File: src/hw/clksw_pkg.sv
// clksw_pkg: constants, types and state layout of the
// system clock switch and start-up block.
// assumes pclk at 125 MHz and an APB master with 32-bit data.
package clksw_pkg;
    localparam int ADDR_W = 8;
    localparam logic [ADDR_W-1:0] OFF_SEL = 8'h00;
    localparam logic [ADDR_W-1:0] OFF_CTL = 8'h04;
    localparam logic [ADDR_W-1:0] OFF_STAT = 8'h08;
    localparam logic [ADDR_W-1:0] OFF_CAUSE = 8'h0C;
    localparam int SEL_BIT = 0;
    localparam int SECEN_BIT = 0;
    localparam int STAT_CUR_BIT = 0;
    localparam int STAT_RUN_BIT = 1;
    localparam int STAT_SLP_BIT = 2;
    localparam int CLK_MHZ = 125;
    localparam int POWERUP_TIMER_MS = 72;
    localparam int PLL_MS = 2;
    localparam int POWERUP_TIMER_CYC = POWERUP_TIMER_MS * 1000 * CLK_MHZ;
    localparam int PLL_CYC = PLL_MS * 1000 * CLK_MHZ;
    localparam int EDGE_CNT = 8;
    localparam int OST_CNT = 1024;
    localparam int FILT_CYC = 4;
    localparam int FILT_W = 3;
    localparam int CNT_W = 24;

    typedef enum logic [2:0] {
        M_LP, M_XT, M_HS, M_RC, M_EC, M_HSPLL, M_RESISTOR_CAPACITOR_IO_MODE, M_EXTERNAL_CLOCK_IO_MODE
    } clksw_mode_t;
    // zero-coded first entries give the power-on values
    typedef enum logic [2:0] {
        ST_POWERUP_TIMER, ST_OST, ST_PLL, ST_SYNC, ST_RUN, ST_SLEEP
    } clksw_state_t;
    typedef enum logic [3:0] {
        C_POR, C_EXTERNAL_RESET_PIN_RUN, C_EXTERNAL_RESET_PIN_SLP, C_WDT, C_BOR, C_INSTR,
        C_STK_FULL, C_STK_UNDER, C_WDT_WAKE, C_IRQ_WAKE
    } clksw_cause_t;

    typedef struct packed {
        logic [ADDR_W-1:0] paddr;
        logic psel;
        logic penable;
        logic pwrite;
        logic [31:0] pwdata;
    } clksw_apb_req_t;
    typedef struct packed {
        logic [31:0] prdata;
        logic pready;
        logic pslverr;
    } clksw_apb_rsp_t;
    typedef struct packed {
        logic wdt;
        logic bor;
        logic instr;
        logic stk_full;
        logic stk_under;
        logic irq;
        logic sleep;
    } clksw_evt_t;
    typedef struct packed {
        logic gate_main;
        logic gate_sec;
        logic cpu_run;
        logic core_run;
        logic pll_en;
        logic osc_stop;
        logic fb_en;
        logic oscillator_output_pin_o;
        logic oscillator_output_pin_oe;
        logic oscillator_output_pin_port_bit6;
        logic external_reset_pin_oe;
    } clksw_out_t;
    typedef struct packed {
        clksw_state_t st;
        logic tgt_sec;
        logic cur_sec;
        logic sel;
        logic sec_en;
        logic slp_pend;
        logic booted;
        logic [1:0] q;
        logic [CNT_W-1:0] cnt;
        logic [2:0] m_sync;
        logic [2:0] s_sync;
        logic [1:0] r_sync;
        logic [FILT_W-1:0] filt;
        logic external_reset_pin_hit;
        clksw_cause_t cause;
        clksw_apb_rsp_t rsp;
        clksw_out_t out;
    } clksw_regs_t;
endpackage

File: src/hw/clksw_top.sv
// clksw_top: system clock select, glitch-free switch,
// start-up timers, sleep and reset-source tracking.
// assumes oscillator pins and reset pin are asynchronous,
// core events arrive as pclk pulses, registers over APB.
`timescale 1ns/1ps
module clksw_top #(
    parameter int POWERUP_TIMER_CYCLES = clksw_pkg::POWERUP_TIMER_CYC,
    parameter int PLL_CYCLES = clksw_pkg::PLL_CYC
) (
    input wire logic pclk,
    input wire logic presetn,
    input wire clksw_pkg::clksw_apb_req_t apb_req,
    output clksw_pkg::clksw_apb_rsp_t apb_rsp,
    input wire clksw_pkg::clksw_mode_t main_osc_config,
    input wire logic clock_switch_enable,
    input wire logic powerup_timer_en,
    input wire logic oscillator_input_pin,
    input wire logic secondary_osc_pin,
    input wire logic external_reset_pin_n,
    input wire clksw_pkg::clksw_evt_t core_evt,
    output clksw_pkg::clksw_out_t clk_out
);
    import clksw_pkg::*;

    clksw_regs_t s_reg;
    clksw_regs_t s_next;
    logic m_rise;
    logic s_rise;
    logic sync_edge;
    logic crystal;
    logic pll;
    logic rcec_drv;
    logic io_mode;
    logic allow;
    logic external_reset_pin_evt;
    logic rst_evt;
    logic acc;
    logic hit;
    logic wr;
    logic [31:0] rdata;

    ////////////////////////////////////////////////////////
    // decode of inputs; sync stage 0 feeds stage 1 only
    assign m_rise = s_reg.m_sync[1] & ~s_reg.m_sync[2];
    assign s_rise = s_reg.s_sync[1] & ~s_reg.s_sync[2];
    assign sync_edge = s_reg.tgt_sec ? s_rise : m_rise;
    assign crystal = main_osc_config inside {M_LP, M_XT, M_HS, M_HSPLL};
    assign pll = main_osc_config == M_HSPLL;
    assign rcec_drv = main_osc_config inside {M_RC, M_EC};
    assign io_mode = main_osc_config inside {M_RESISTOR_CAPACITOR_IO_MODE, M_EXTERNAL_CLOCK_IO_MODE};
    // enable bit programmed to 0 allows switching
    assign allow = s_reg.sec_en & ~clock_switch_enable;
    // a low level must survive the filter before it counts
    assign external_reset_pin_evt = ~s_reg.r_sync[1] & ~s_reg.external_reset_pin_hit
        & (s_reg.filt == FILT_W'(FILT_CYC - 1));
    assign rst_evt = external_reset_pin_evt | (core_evt.wdt & s_reg.st != ST_SLEEP)
        | core_evt.bor | core_evt.instr | core_evt.stk_full
        | core_evt.stk_under;
    assign acc = apb_req.psel & apb_req.penable;
    assign hit = apb_req.paddr inside {OFF_SEL, OFF_CTL, OFF_STAT, OFF_CAUSE};
    assign wr = acc & s_reg.rsp.pready & apb_req.pwrite;

    always_comb begin
        rdata = '0;
        unique case (apb_req.paddr)
            OFF_SEL: rdata[SEL_BIT] = s_reg.sel;
            OFF_CTL: rdata[SECEN_BIT] = s_reg.sec_en;
            OFF_STAT: begin
                rdata[STAT_CUR_BIT] = s_reg.cur_sec;
                rdata[STAT_RUN_BIT] = s_reg.out.cpu_run;
                rdata[STAT_SLP_BIT] = s_reg.st == ST_SLEEP;
            end
            OFF_CAUSE: rdata[3:0] = s_reg.cause;
            default: rdata = '0;
        endcase
    end

    ////////////////////////////////////////////////////////
    always_comb begin
        s_next = s_reg;
        s_next.m_sync = {s_reg.m_sync[1:0], oscillator_input_pin};
        s_next.s_sync = {s_reg.s_sync[1:0], secondary_osc_pin};
        s_next.r_sync = {s_reg.r_sync[0], external_reset_pin_n};
        if (s_reg.r_sync[1]) begin
            s_next.filt = '0;
            s_next.external_reset_pin_hit = 1'b0;
        end else if (s_reg.filt != FILT_W'(FILT_CYC - 1)) begin
            s_next.filt = s_reg.filt + FILT_W'(1);
        end else begin
            s_next.external_reset_pin_hit = 1'b1;
        end

        // one wait state: answer in the second cycle after setup
        s_next.rsp.pready = acc & ~s_reg.rsp.pready;
        s_next.rsp.pslverr = acc & ~s_reg.rsp.pready & ~hit;
        if (acc & ~s_reg.rsp.pready) begin
            s_next.rsp.prdata = rdata;
        end
        if (wr & apb_req.paddr == OFF_CTL) begin
            s_next.sec_en = apb_req.pwdata[SECEN_BIT];
        end
        if (wr & apb_req.paddr == OFF_SEL) begin
            s_next.sel = apb_req.pwdata[SEL_BIT];
        end
        if (!allow) begin
            s_next.sel = 1'b0;
        end
        unique case (s_reg.st)
            ST_POWERUP_TIMER: begin
                if (!powerup_timer_en || s_reg.cnt == CNT_W'(POWERUP_TIMER_CYCLES - 1)) begin
                    s_next.cnt = '0;
                    s_next.st = crystal ? ST_OST : ST_SYNC;
                end else begin
                    s_next.cnt = s_reg.cnt + CNT_W'(1);
                end
            end
            ST_OST: begin
                if (m_rise) begin
                    if (s_reg.cnt == CNT_W'(OST_CNT - 1)) begin
                        s_next.cnt = '0;
                        s_next.st = pll ? ST_PLL : ST_SYNC;
                    end else begin
                        s_next.cnt = s_reg.cnt + CNT_W'(1);
                    end
                end
            end
            ST_PLL: begin
                if (s_reg.cnt == CNT_W'(PLL_CYCLES - 1)) begin
                    s_next.cnt = '0;
                    s_next.st = ST_SYNC;
                end else begin
                    s_next.cnt = s_reg.cnt + CNT_W'(1);
                end
            end
            ST_SYNC: begin
                if (sync_edge) begin
                    if (s_reg.cnt == CNT_W'(EDGE_CNT - 1)) begin
                        s_next.cnt = '0;
                        s_next.st = ST_RUN;
                        s_next.cur_sec = s_reg.tgt_sec;
                        s_next.booted = 1'b1;
                        s_next.out.gate_sec = s_reg.tgt_sec;
                        s_next.out.gate_main = ~s_reg.tgt_sec;
                    end else begin
                        s_next.cnt = s_reg.cnt + CNT_W'(1);
                    end
                end
            end
            ST_RUN: begin
                if (s_reg.q != 2'h0) begin
                    s_next.q = s_reg.q + 2'h1;
                end else if (s_reg.sel != s_reg.cur_sec) begin
                    // stop at first quarter, both gates low first
                    s_next.out.gate_main = 1'b0;
                    s_next.out.gate_sec = 1'b0;
                    s_next.tgt_sec = s_reg.sel;
                    s_next.st = (!s_reg.sel && crystal) ? ST_OST : ST_SYNC;
                end else if (s_reg.slp_pend) begin
                    s_next.slp_pend = 1'b0;
                    s_next.out.gate_main = 1'b0;
                    s_next.out.gate_sec = 1'b0;
                    s_next.st = ST_SLEEP;
                end else begin
                    s_next.q = s_reg.q + 2'h1;
                end
            end
            ST_SLEEP: begin
                // watchdog here only wakes; registers other than cause stay
                if (core_evt.irq | core_evt.wdt) begin
                    s_next.cause = core_evt.wdt ? C_WDT_WAKE : C_IRQ_WAKE;
                    s_next.tgt_sec = s_reg.cur_sec;
                    s_next.st = (crystal && !s_reg.cur_sec) ? ST_OST : ST_SYNC;
                end
            end
            default: s_next.st = ST_POWERUP_TIMER;
        endcase

        // a sleep request in the entry cycle is kept: set wins over clear
        if (core_evt.sleep & s_reg.st == ST_RUN) begin
            s_next.slp_pend = 1'b1;
        end

        if (rst_evt) begin
            s_next.sel = 1'b0;
            s_next.cur_sec = 1'b0;
            s_next.tgt_sec = 1'b0;
            s_next.sec_en = 1'b0;
            s_next.slp_pend = 1'b0;
            s_next.booted = 1'b0;
            s_next.q = '0;
            s_next.cnt = '0;
            s_next.out.gate_main = 1'b0;
            s_next.out.gate_sec = 1'b0;
            if (core_evt.bor) begin
                s_next.st = ST_POWERUP_TIMER;
            end else if (external_reset_pin_evt && s_reg.st == ST_SLEEP) begin
                s_next.st = crystal ? ST_OST : ST_SYNC;
            end else begin
                s_next.st = ST_SYNC;
            end
            if (external_reset_pin_evt) begin
                s_next.cause = s_reg.st == ST_SLEEP ? C_EXTERNAL_RESET_PIN_SLP : C_EXTERNAL_RESET_PIN_RUN;
            end else if (core_evt.wdt) begin
                s_next.cause = C_WDT;
            end else if (core_evt.bor) begin
                s_next.cause = C_BOR;
            end else if (core_evt.instr) begin
                s_next.cause = C_INSTR;
            end else if (core_evt.stk_full) begin
                s_next.cause = C_STK_FULL;
            end else begin
                s_next.cause = C_STK_UNDER;
            end
        end

        s_next.out.cpu_run = s_next.st == ST_RUN;
        s_next.out.core_run = s_next.booted;
        s_next.out.pll_en = pll;
        s_next.out.osc_stop = s_next.st == ST_SLEEP;
        s_next.out.fb_en = crystal & s_next.st != ST_SLEEP;
        // pclk/4 from q[1] on the pin while running, low in sleep
        s_next.out.oscillator_output_pin_oe = rcec_drv;
        s_next.out.oscillator_output_pin_o = s_next.st != ST_SLEEP & s_next.q[1];
        s_next.out.oscillator_output_pin_port_bit6 = io_mode;
        s_next.out.external_reset_pin_oe = 1'b0;
    end

    always_ff @(posedge pclk or negedge presetn) begin
        if (!presetn) begin
            s_reg <= '0;
        end else begin
            s_reg <= s_next;
        end
    end

    assign apb_rsp = s_reg.rsp;
    assign clk_out = s_reg.out;
endmodule

File: config.mk
export PLATFORM = sky130hd
export DESIGN_NAME = clksw_top
export DESIGN_NICKNAME = d
export VERILOG_FILES = /design/src/hw/clksw_pkg.sv /design/src/hw/clksw_top.sv
export SDC_FILE = /design/constraint.sdc
export NUM_CORES = 1
export LEC_CHECK = 0
export BUFFER_PORTS_ARGS = -buffer_cell sky130_fd_sc_hd__buf_2
export CORE_AREA = 2 2 92 85
export DETAILED_ROUTE_END_ITERATION = 10
export DIE_AREA = 0 0 94 87
export PLACE_DENSITY = 0.85
export SLEW_MARGIN = 0
export SYNTH_ARGS = -nofsm -noshare
export SYNTH_HDL_FRONTEND = slang
export SYNTH_SLANG_ARGS = --single-unit
export TNS_END_PERCENT = 10
File: constraint.sdc
create_clock -name pclk -period 7.22 [get_ports pclk]
set_clock_uncertainty 0.2 [all_clocks]
set_input_delay 0.361 -clock pclk [delete_from_list [all_inputs] [get_ports pclk]]
set_output_delay 0.361 -clock pclk [all_outputs]
set_load 0.02 [all_outputs]
# Yosys cells after proc, flatten, opt, wreduce, memory -nomap -nowiden
# Index checks and enable logic that the tools add are counted.
# totals
reg_bits,66
out_inout_bits,45
in_bits,60
# op_classes
n_reduce_logical,34
bitwise_logic,30
n_eq_ne,39
n_addsub,3
muxes,68
# op_table
op,n
24-bit 2-to-1 mux,6
24-bit one-hot mux with 4 select lines,1
2-bit 2-to-1 mux,18
35-bit 2-to-1 mux,1
3-bit 2-to-1 mux,11
3-bit inequality test (second input constant),9
24-bit by 1-bit adder with 24-bit output (second input constant),1
24-bit by 10-bit equality test with 1-bit output (second input constant),1
24-bit by 18-bit equality test with 1-bit output (second input constant),1
24-bit equality test (second input constant),1
24-bit by 3-bit equality test with 1-bit output (second input constant),1
3-bit equality test (second input constant),8
4-bit 2-to-1 mux,6
2-bit nonzero test,11
1-bit 2-to-1 mux,20
3-bit one-hot mux with 6 select lines,1
1-bit AND,16
8-bit by 4-bit equality test with 1-bit output (second input constant),2
3-bit by 2-bit equality test with 1-bit output (second input constant),5
3-bit AND reduction,4
3-bit by 2-bit inequality test with 1-bit output (second input constant),3
3-bit nonzero test,3
8-bit by 3-bit equality test with 1-bit output (second input constant),1
8-bit logical NOT,1
other kinds (21),42

# Depth between registers and ports, before layout
# logic_depth
ltp_word,11
ltp_mapped,9
depth_no_buf,8

# Least setup slack after synthesis
# OpenSTA, ideal clock, no wires.
# synth_timing
kind,register to register
startpoint,register s_reg[50] (netlist bit)
endpoint,register s_reg[64] (netlist bit)
path_slack_ns,4.586
setup_ns,0.101
stages_incl_launch_ff,10
arrival_time_ns,2.333
path_buffers,1
path_cell_list,dfrtp_1 -> ha_1 -> ha_1 -> nor3b_2 -> a211oi_4 -> o221ai_2 -> nor4_4 -> nand2_2 -> buf_6 -> o311ai_2
# synth_via
elab_chain_len,9
elab_cells_between_ends,12
cone_classes,eq/ne: 3; mux: 1; bitwise: 6; reduce/logical: 2
# synth_rtl
element,line,text
from (decl),clksw_top.sv:25,clksw_regs_t s_reg;
from (signal assigned),clksw_top.sv:232,s_reg <= s_next;
3-bit by 2-bit equality test with 1-bit output (*),clksw_top.sv:55,& (s_reg.filt == FILT_W'(FILT_CYC - 1));
1-bit AND (*),clksw_top.sv:55,
1-bit OR (*),clksw_top.sv:56,assign rst_evt = external_reset_pin_evt | (core_evt.wdt & s_reg.st != ST_SLEEP)
1-bit OR (*) (3 in a row),clksw_top.sv:57,| core_evt.bor | core_evt.instr | core_evt.stk_full
1-bit OR (*),clksw_top.sv:58,| core_evt.stk_under;
3-bit inequality test (no source line) or 5-bit nonzero test (tied branches),-,
3-bit AND reduction (no source line),-,
# Every way passes the cells marked *; elsewhere a longest branch is shown, timed or not.
# A chain may end at the register's enable or synchronous reset.

# Worst setup path after layout
# layout_timing
startpoint,register s_reg[94] (netlist bit)
endpoint,register s_reg[69] (netlist bit)
# layout_via
elab_chain_len,9
elab_cells_between_ends,17
cone_classes,eq/ne: 6; mux: 2; bitwise: 6; reduce/logical: 3
# layout_rtl
element,line
3-bit inequality test,clksw_top.sv:56
1-bit AND,clksw_top.sv:56
1-bit OR,clksw_top.sv:56
1-bit OR (3 in a row),clksw_top.sv:57
1-bit OR,clksw_top.sv:58
3-bit inequality test (no source line) or 5-bit nonzero test (tied branches),-
3-bit AND reduction (no source line),-
# Several ways; a longest one is shown, not always the timed one.

==> run_results.csv <==
group,metric,value,unit
status,status,"finished with violations",
status,violations,"negative hold slack",
timing,finalCriticalPeriod,3.29,ns
power_and_ir_drop,irDropWorstVdd,0.124,mV
clock_tree,clkSinkCount,66,
finish,antenna_cells,0,
floorplanning,floorplan.rows,30,
timing,setup_viol,0,
synth,ys.flop_type,"dfrtp_1",
setup_path,max_stage_delay,0.55,ns
power_and_ir_drop,power.density,195,nW/um^2
power_and_ir_drop,p_leak,1.93,nW
timing,timing.final.crit_share,0.456,
clock_tree,cts_buffers,9,
synth,netlist_area,3980,um^2
placement,routabilityCongestion,0.918,
timing,slew_headroom,0.457,
timing,whs,-0.0175,ns
finish,drive_above_1_share,0.170,
setup_path,path_cells,"nand3b_1, a211oi_4, o221ai_2, nor4_4, buf_4, nand2_2, o311ai_2",
floorplanning,core,7320,um^2
timing,tightest_slew,0.815,ns
floorplanning,floorplan.initialDensity,0.544,
global_route,grt_util_all_layers,0.223,
clock_tree,clk-insertion-delay-late,0.36,ns
power_and_ir_drop,p_total,0.843,mW
synth,ys_ff_latch,66,
placement,dp_hpwl,5.91,mm
global_route,overflow,0,
timing,fmax,0.304,GHz
synth,ys_seq_area_frac,0.415,
routing,wirelength,8.53,mm
clock_tree,cts.clk_slew.worst_paths,0.07,ns
synth,synth_edf_count,0,
setup_path,crit_path_start,"s_reg[94]$_DFF_PN0_",
setup_path,endpoint_kind,"flop",
finish,area_growth_syn_to_layout,8.32,%
routing,drt_pass1_iterations,4,
timing,rsz0062_at_grt,"false",
clock_tree,cts_root_buffer,"clkbuf_8",
setup_path,required,7.27,ns
setup_path,r2r_start,"s_reg[94]$_DFF_PN0_",
floorplanning,ioPinCount,105,
global_route,grt_pass1_vias,3160,
synth,synth.avg_cell_area,9.12,um^2
setup_path,cp_max_fo,25,
setup_path,cp_data_arrival_time,3.34,ns
synth,synthDistinctLibCells,63,
routing,drtIter0Drc,132,
routing,antenna_left,0,
routing,remaining_drc_errors,0,
routing,vias_per_cell,5.81,
routing,dr_total_vias,3293,
finish,final_nets,530,
clock_tree,clk_path_buf_depth,2,
routing,wl_per_cell,15.0,um
synth,synthArstFlopShare,1.00,
clock_tree,postCtsSetupBuffers,0,
timing,tns,0,ns
finish,final_cell_mix,"dfrtp_1, buf_2, nand2_1",
global_route,grt_max_degree,67,
placement,io_buffers,44,
clock_tree,h-tree-depth,3,
setup_path,cp-start-kind,"flop",
global_route,grt_first_pass_wirelength,14.3,mm
finish,largest_reg_flops,45,
setup_path,cp_top_family,"compound AO/OA/AOI/OAI gates",
synth,yosysWarnings,0,
floorplanning,die_h,87,um
timing,slew_violations,0,
setup_path,slowest_stage,"a211oi_4",
synth,synthCells,437,
run,maxCapViolations,0,
finish,layout_commonest_cell,"dfrtp_1",
floorplanning,die_x,94,um
floorplanning,fp.dieArea,8180,um^2
clock_tree,cts_tree,"done",
setup_path,worst-path-buf-inv,1,
global_route,grt_antenna_before_repair,0,
hold_path,min_path_type,"input port to asynchronous set/reset pin",
setup_path,critical_path_class,"flop to flop",
timing,final_hold_viol_count,34,
[logic make-up (layout without fill, tap and decap cells)]
group,after synthesis,in the layout,synth area share
buffers and inverters,81,87,0.124
DFF,66,66,0.415
and+or+nand+nor,187,187,0.257
other,1,29,0.000941
adders and majority gates,4,4,0.0126
xor gates and xnor gates,3,3,0.00660
muxes,6,6,0.0185
AOI/OAI and AO/OA,89,89,0.166
[cell type report]
type | instances | area (um^2)
inverter | 20 | 75.1
fill | 640 | 3000
timing repair buffer | 51 | 283
clock inverter | 6 | 115
sequential | 66 | 1650
tap | 96 | 120
clock buffer | 10 | 128
multi-input combinational | 318 | 1940
[layer usage]
layer	wire length [um]	GRT usage	vias to the layer above	share of wire
met5	0	0	-	0
met4	227	0.109	0	0.027
met3	578	0.0701	29	0.068
met2	4190	0.369	122	0.49
met1	3530	0.263	1578	0.41
li1	-	-	1564	-
[through the flow]
stage	setup WS, ns	instance area [um^2]	utilization	hold WS [ns]	instances
6_report	3.93	4320	0.590	-0.0175	567
5_1_grt	3.70	4320	0.590	0.0490	567
4_1_cts	3.96	4320	0.590	0.00639	567
3_5_place_dp	4.00	4030	0.551	0.135	547
3_3_place_gp	4.07	4030	0.551	0.135	547
2_1_floorplan	4.59	4090	-	-0.135	465
[synth_stat cells, types with 2 or more instances]
cell | number | area share
dfrtp_1 | 66 | 0.41
buf_4 | 48 | 0.090
nand2_1 | 43 | 0.041
nor2_1 | 35 | 0.033
nand3_1 | 24 | 0.030
a21oi_1 | 22 | 0.028
inv_1 | 20 | 0.019
o21ai_0 | 18 | 0.023
nor3_1 | 12 | 0.015
clkbuf_1 | 10 | 0.0094
nand4_1 | 10 | 0.016
nor4_1 | 9 | 0.014
and2_1 | 8 | 0.013
a22o_1 | 7 | 0.015
a21o_1 | 6 | 0.011
o311ai_2 | 6 | 0.024
and4_1 | 5 | 0.011
or4_1 | 5 | 0.0094
ha_1 | 4 | 0.013
mux2i_1 | 4 | 0.010
nand2b_1 | 4 | 0.0063
nand3b_1 | 4 | 0.0075
or3_1 | 4 | 0.0063
a211oi_1 | 3 | 0.0057
and3_1 | 3 | 0.0047
nor2b_1 | 3 | 0.0047
nor4b_1 | 3 | 0.0066
o31ai_1 | 3 | 0.0057
a211o_1 | 2 | 0.0044
a21boi_0 | 2 | 0.0038
a22oi_1 | 2 | 0.0038
a31oi_1 | 2 | 0.0031
and4b_1 | 2 | 0.0050
buf_2 | 2 | 0.0025
nand4b_1 | 2 | 0.0044
nor3b_1 | 2 | 0.0038
nor4bb_1 | 2 | 0.0050
o21a_1 | 2 | 0.0038
o22ai_1 | 2 | 0.0031
o2bb2ai_1 | 2 | 0.0044
xor2_1 | 2 | 0.0044
[power breakdown]
group | leakage, nW | switching (mW) | internal (mW)
registers | 0.882 | 0.00748 | 0.380
logic | 0.930 | 0.0518 | 0.0253
clock network | 0.117 | 0.148 | 0.230
total | 1.93 | 0.207 | 0.636
[worst reg2reg max path: stages (launching register included)]
cell,delay (ns)
dfrtp_1,0.51
nand3b_1,0.52
a211oi_4,0.55
o221ai_2,0.22
nor4_4,0.27
buf_4,0.32
nand2_2,0.27
o311ai_2,0.34
[path summary, 6_finish.rpt]
path | to | slack (ns) | cells past startpoint
max reg2reg | s_reg[69]$_DFFE_PN0P_ | 3.93 | 7
min in group pclk | clk_out[2]$_DFF_PN0_ | 0.03 | 2
min reg2reg | s_reg[54]$_DFF_PN0_ | 0.14 | 0
min | s_reg[52]$_DFFE_PN0P_ | -0.02 | 2
max in group asynchronous | s_reg[61]$_DFFE_PN0P_ | 6.31 | 2
max | s_reg[69]$_DFFE_PN0P_ | 3.93 | 7
[what timing repair did]
item | 4_1_cts | 5_1_grt
hold buffers | 4 | 0
hold endpoints to repair | 4 | 0
resized for setup | 0 | 0
Note: power is estimated with default switching activity, not from simulation.
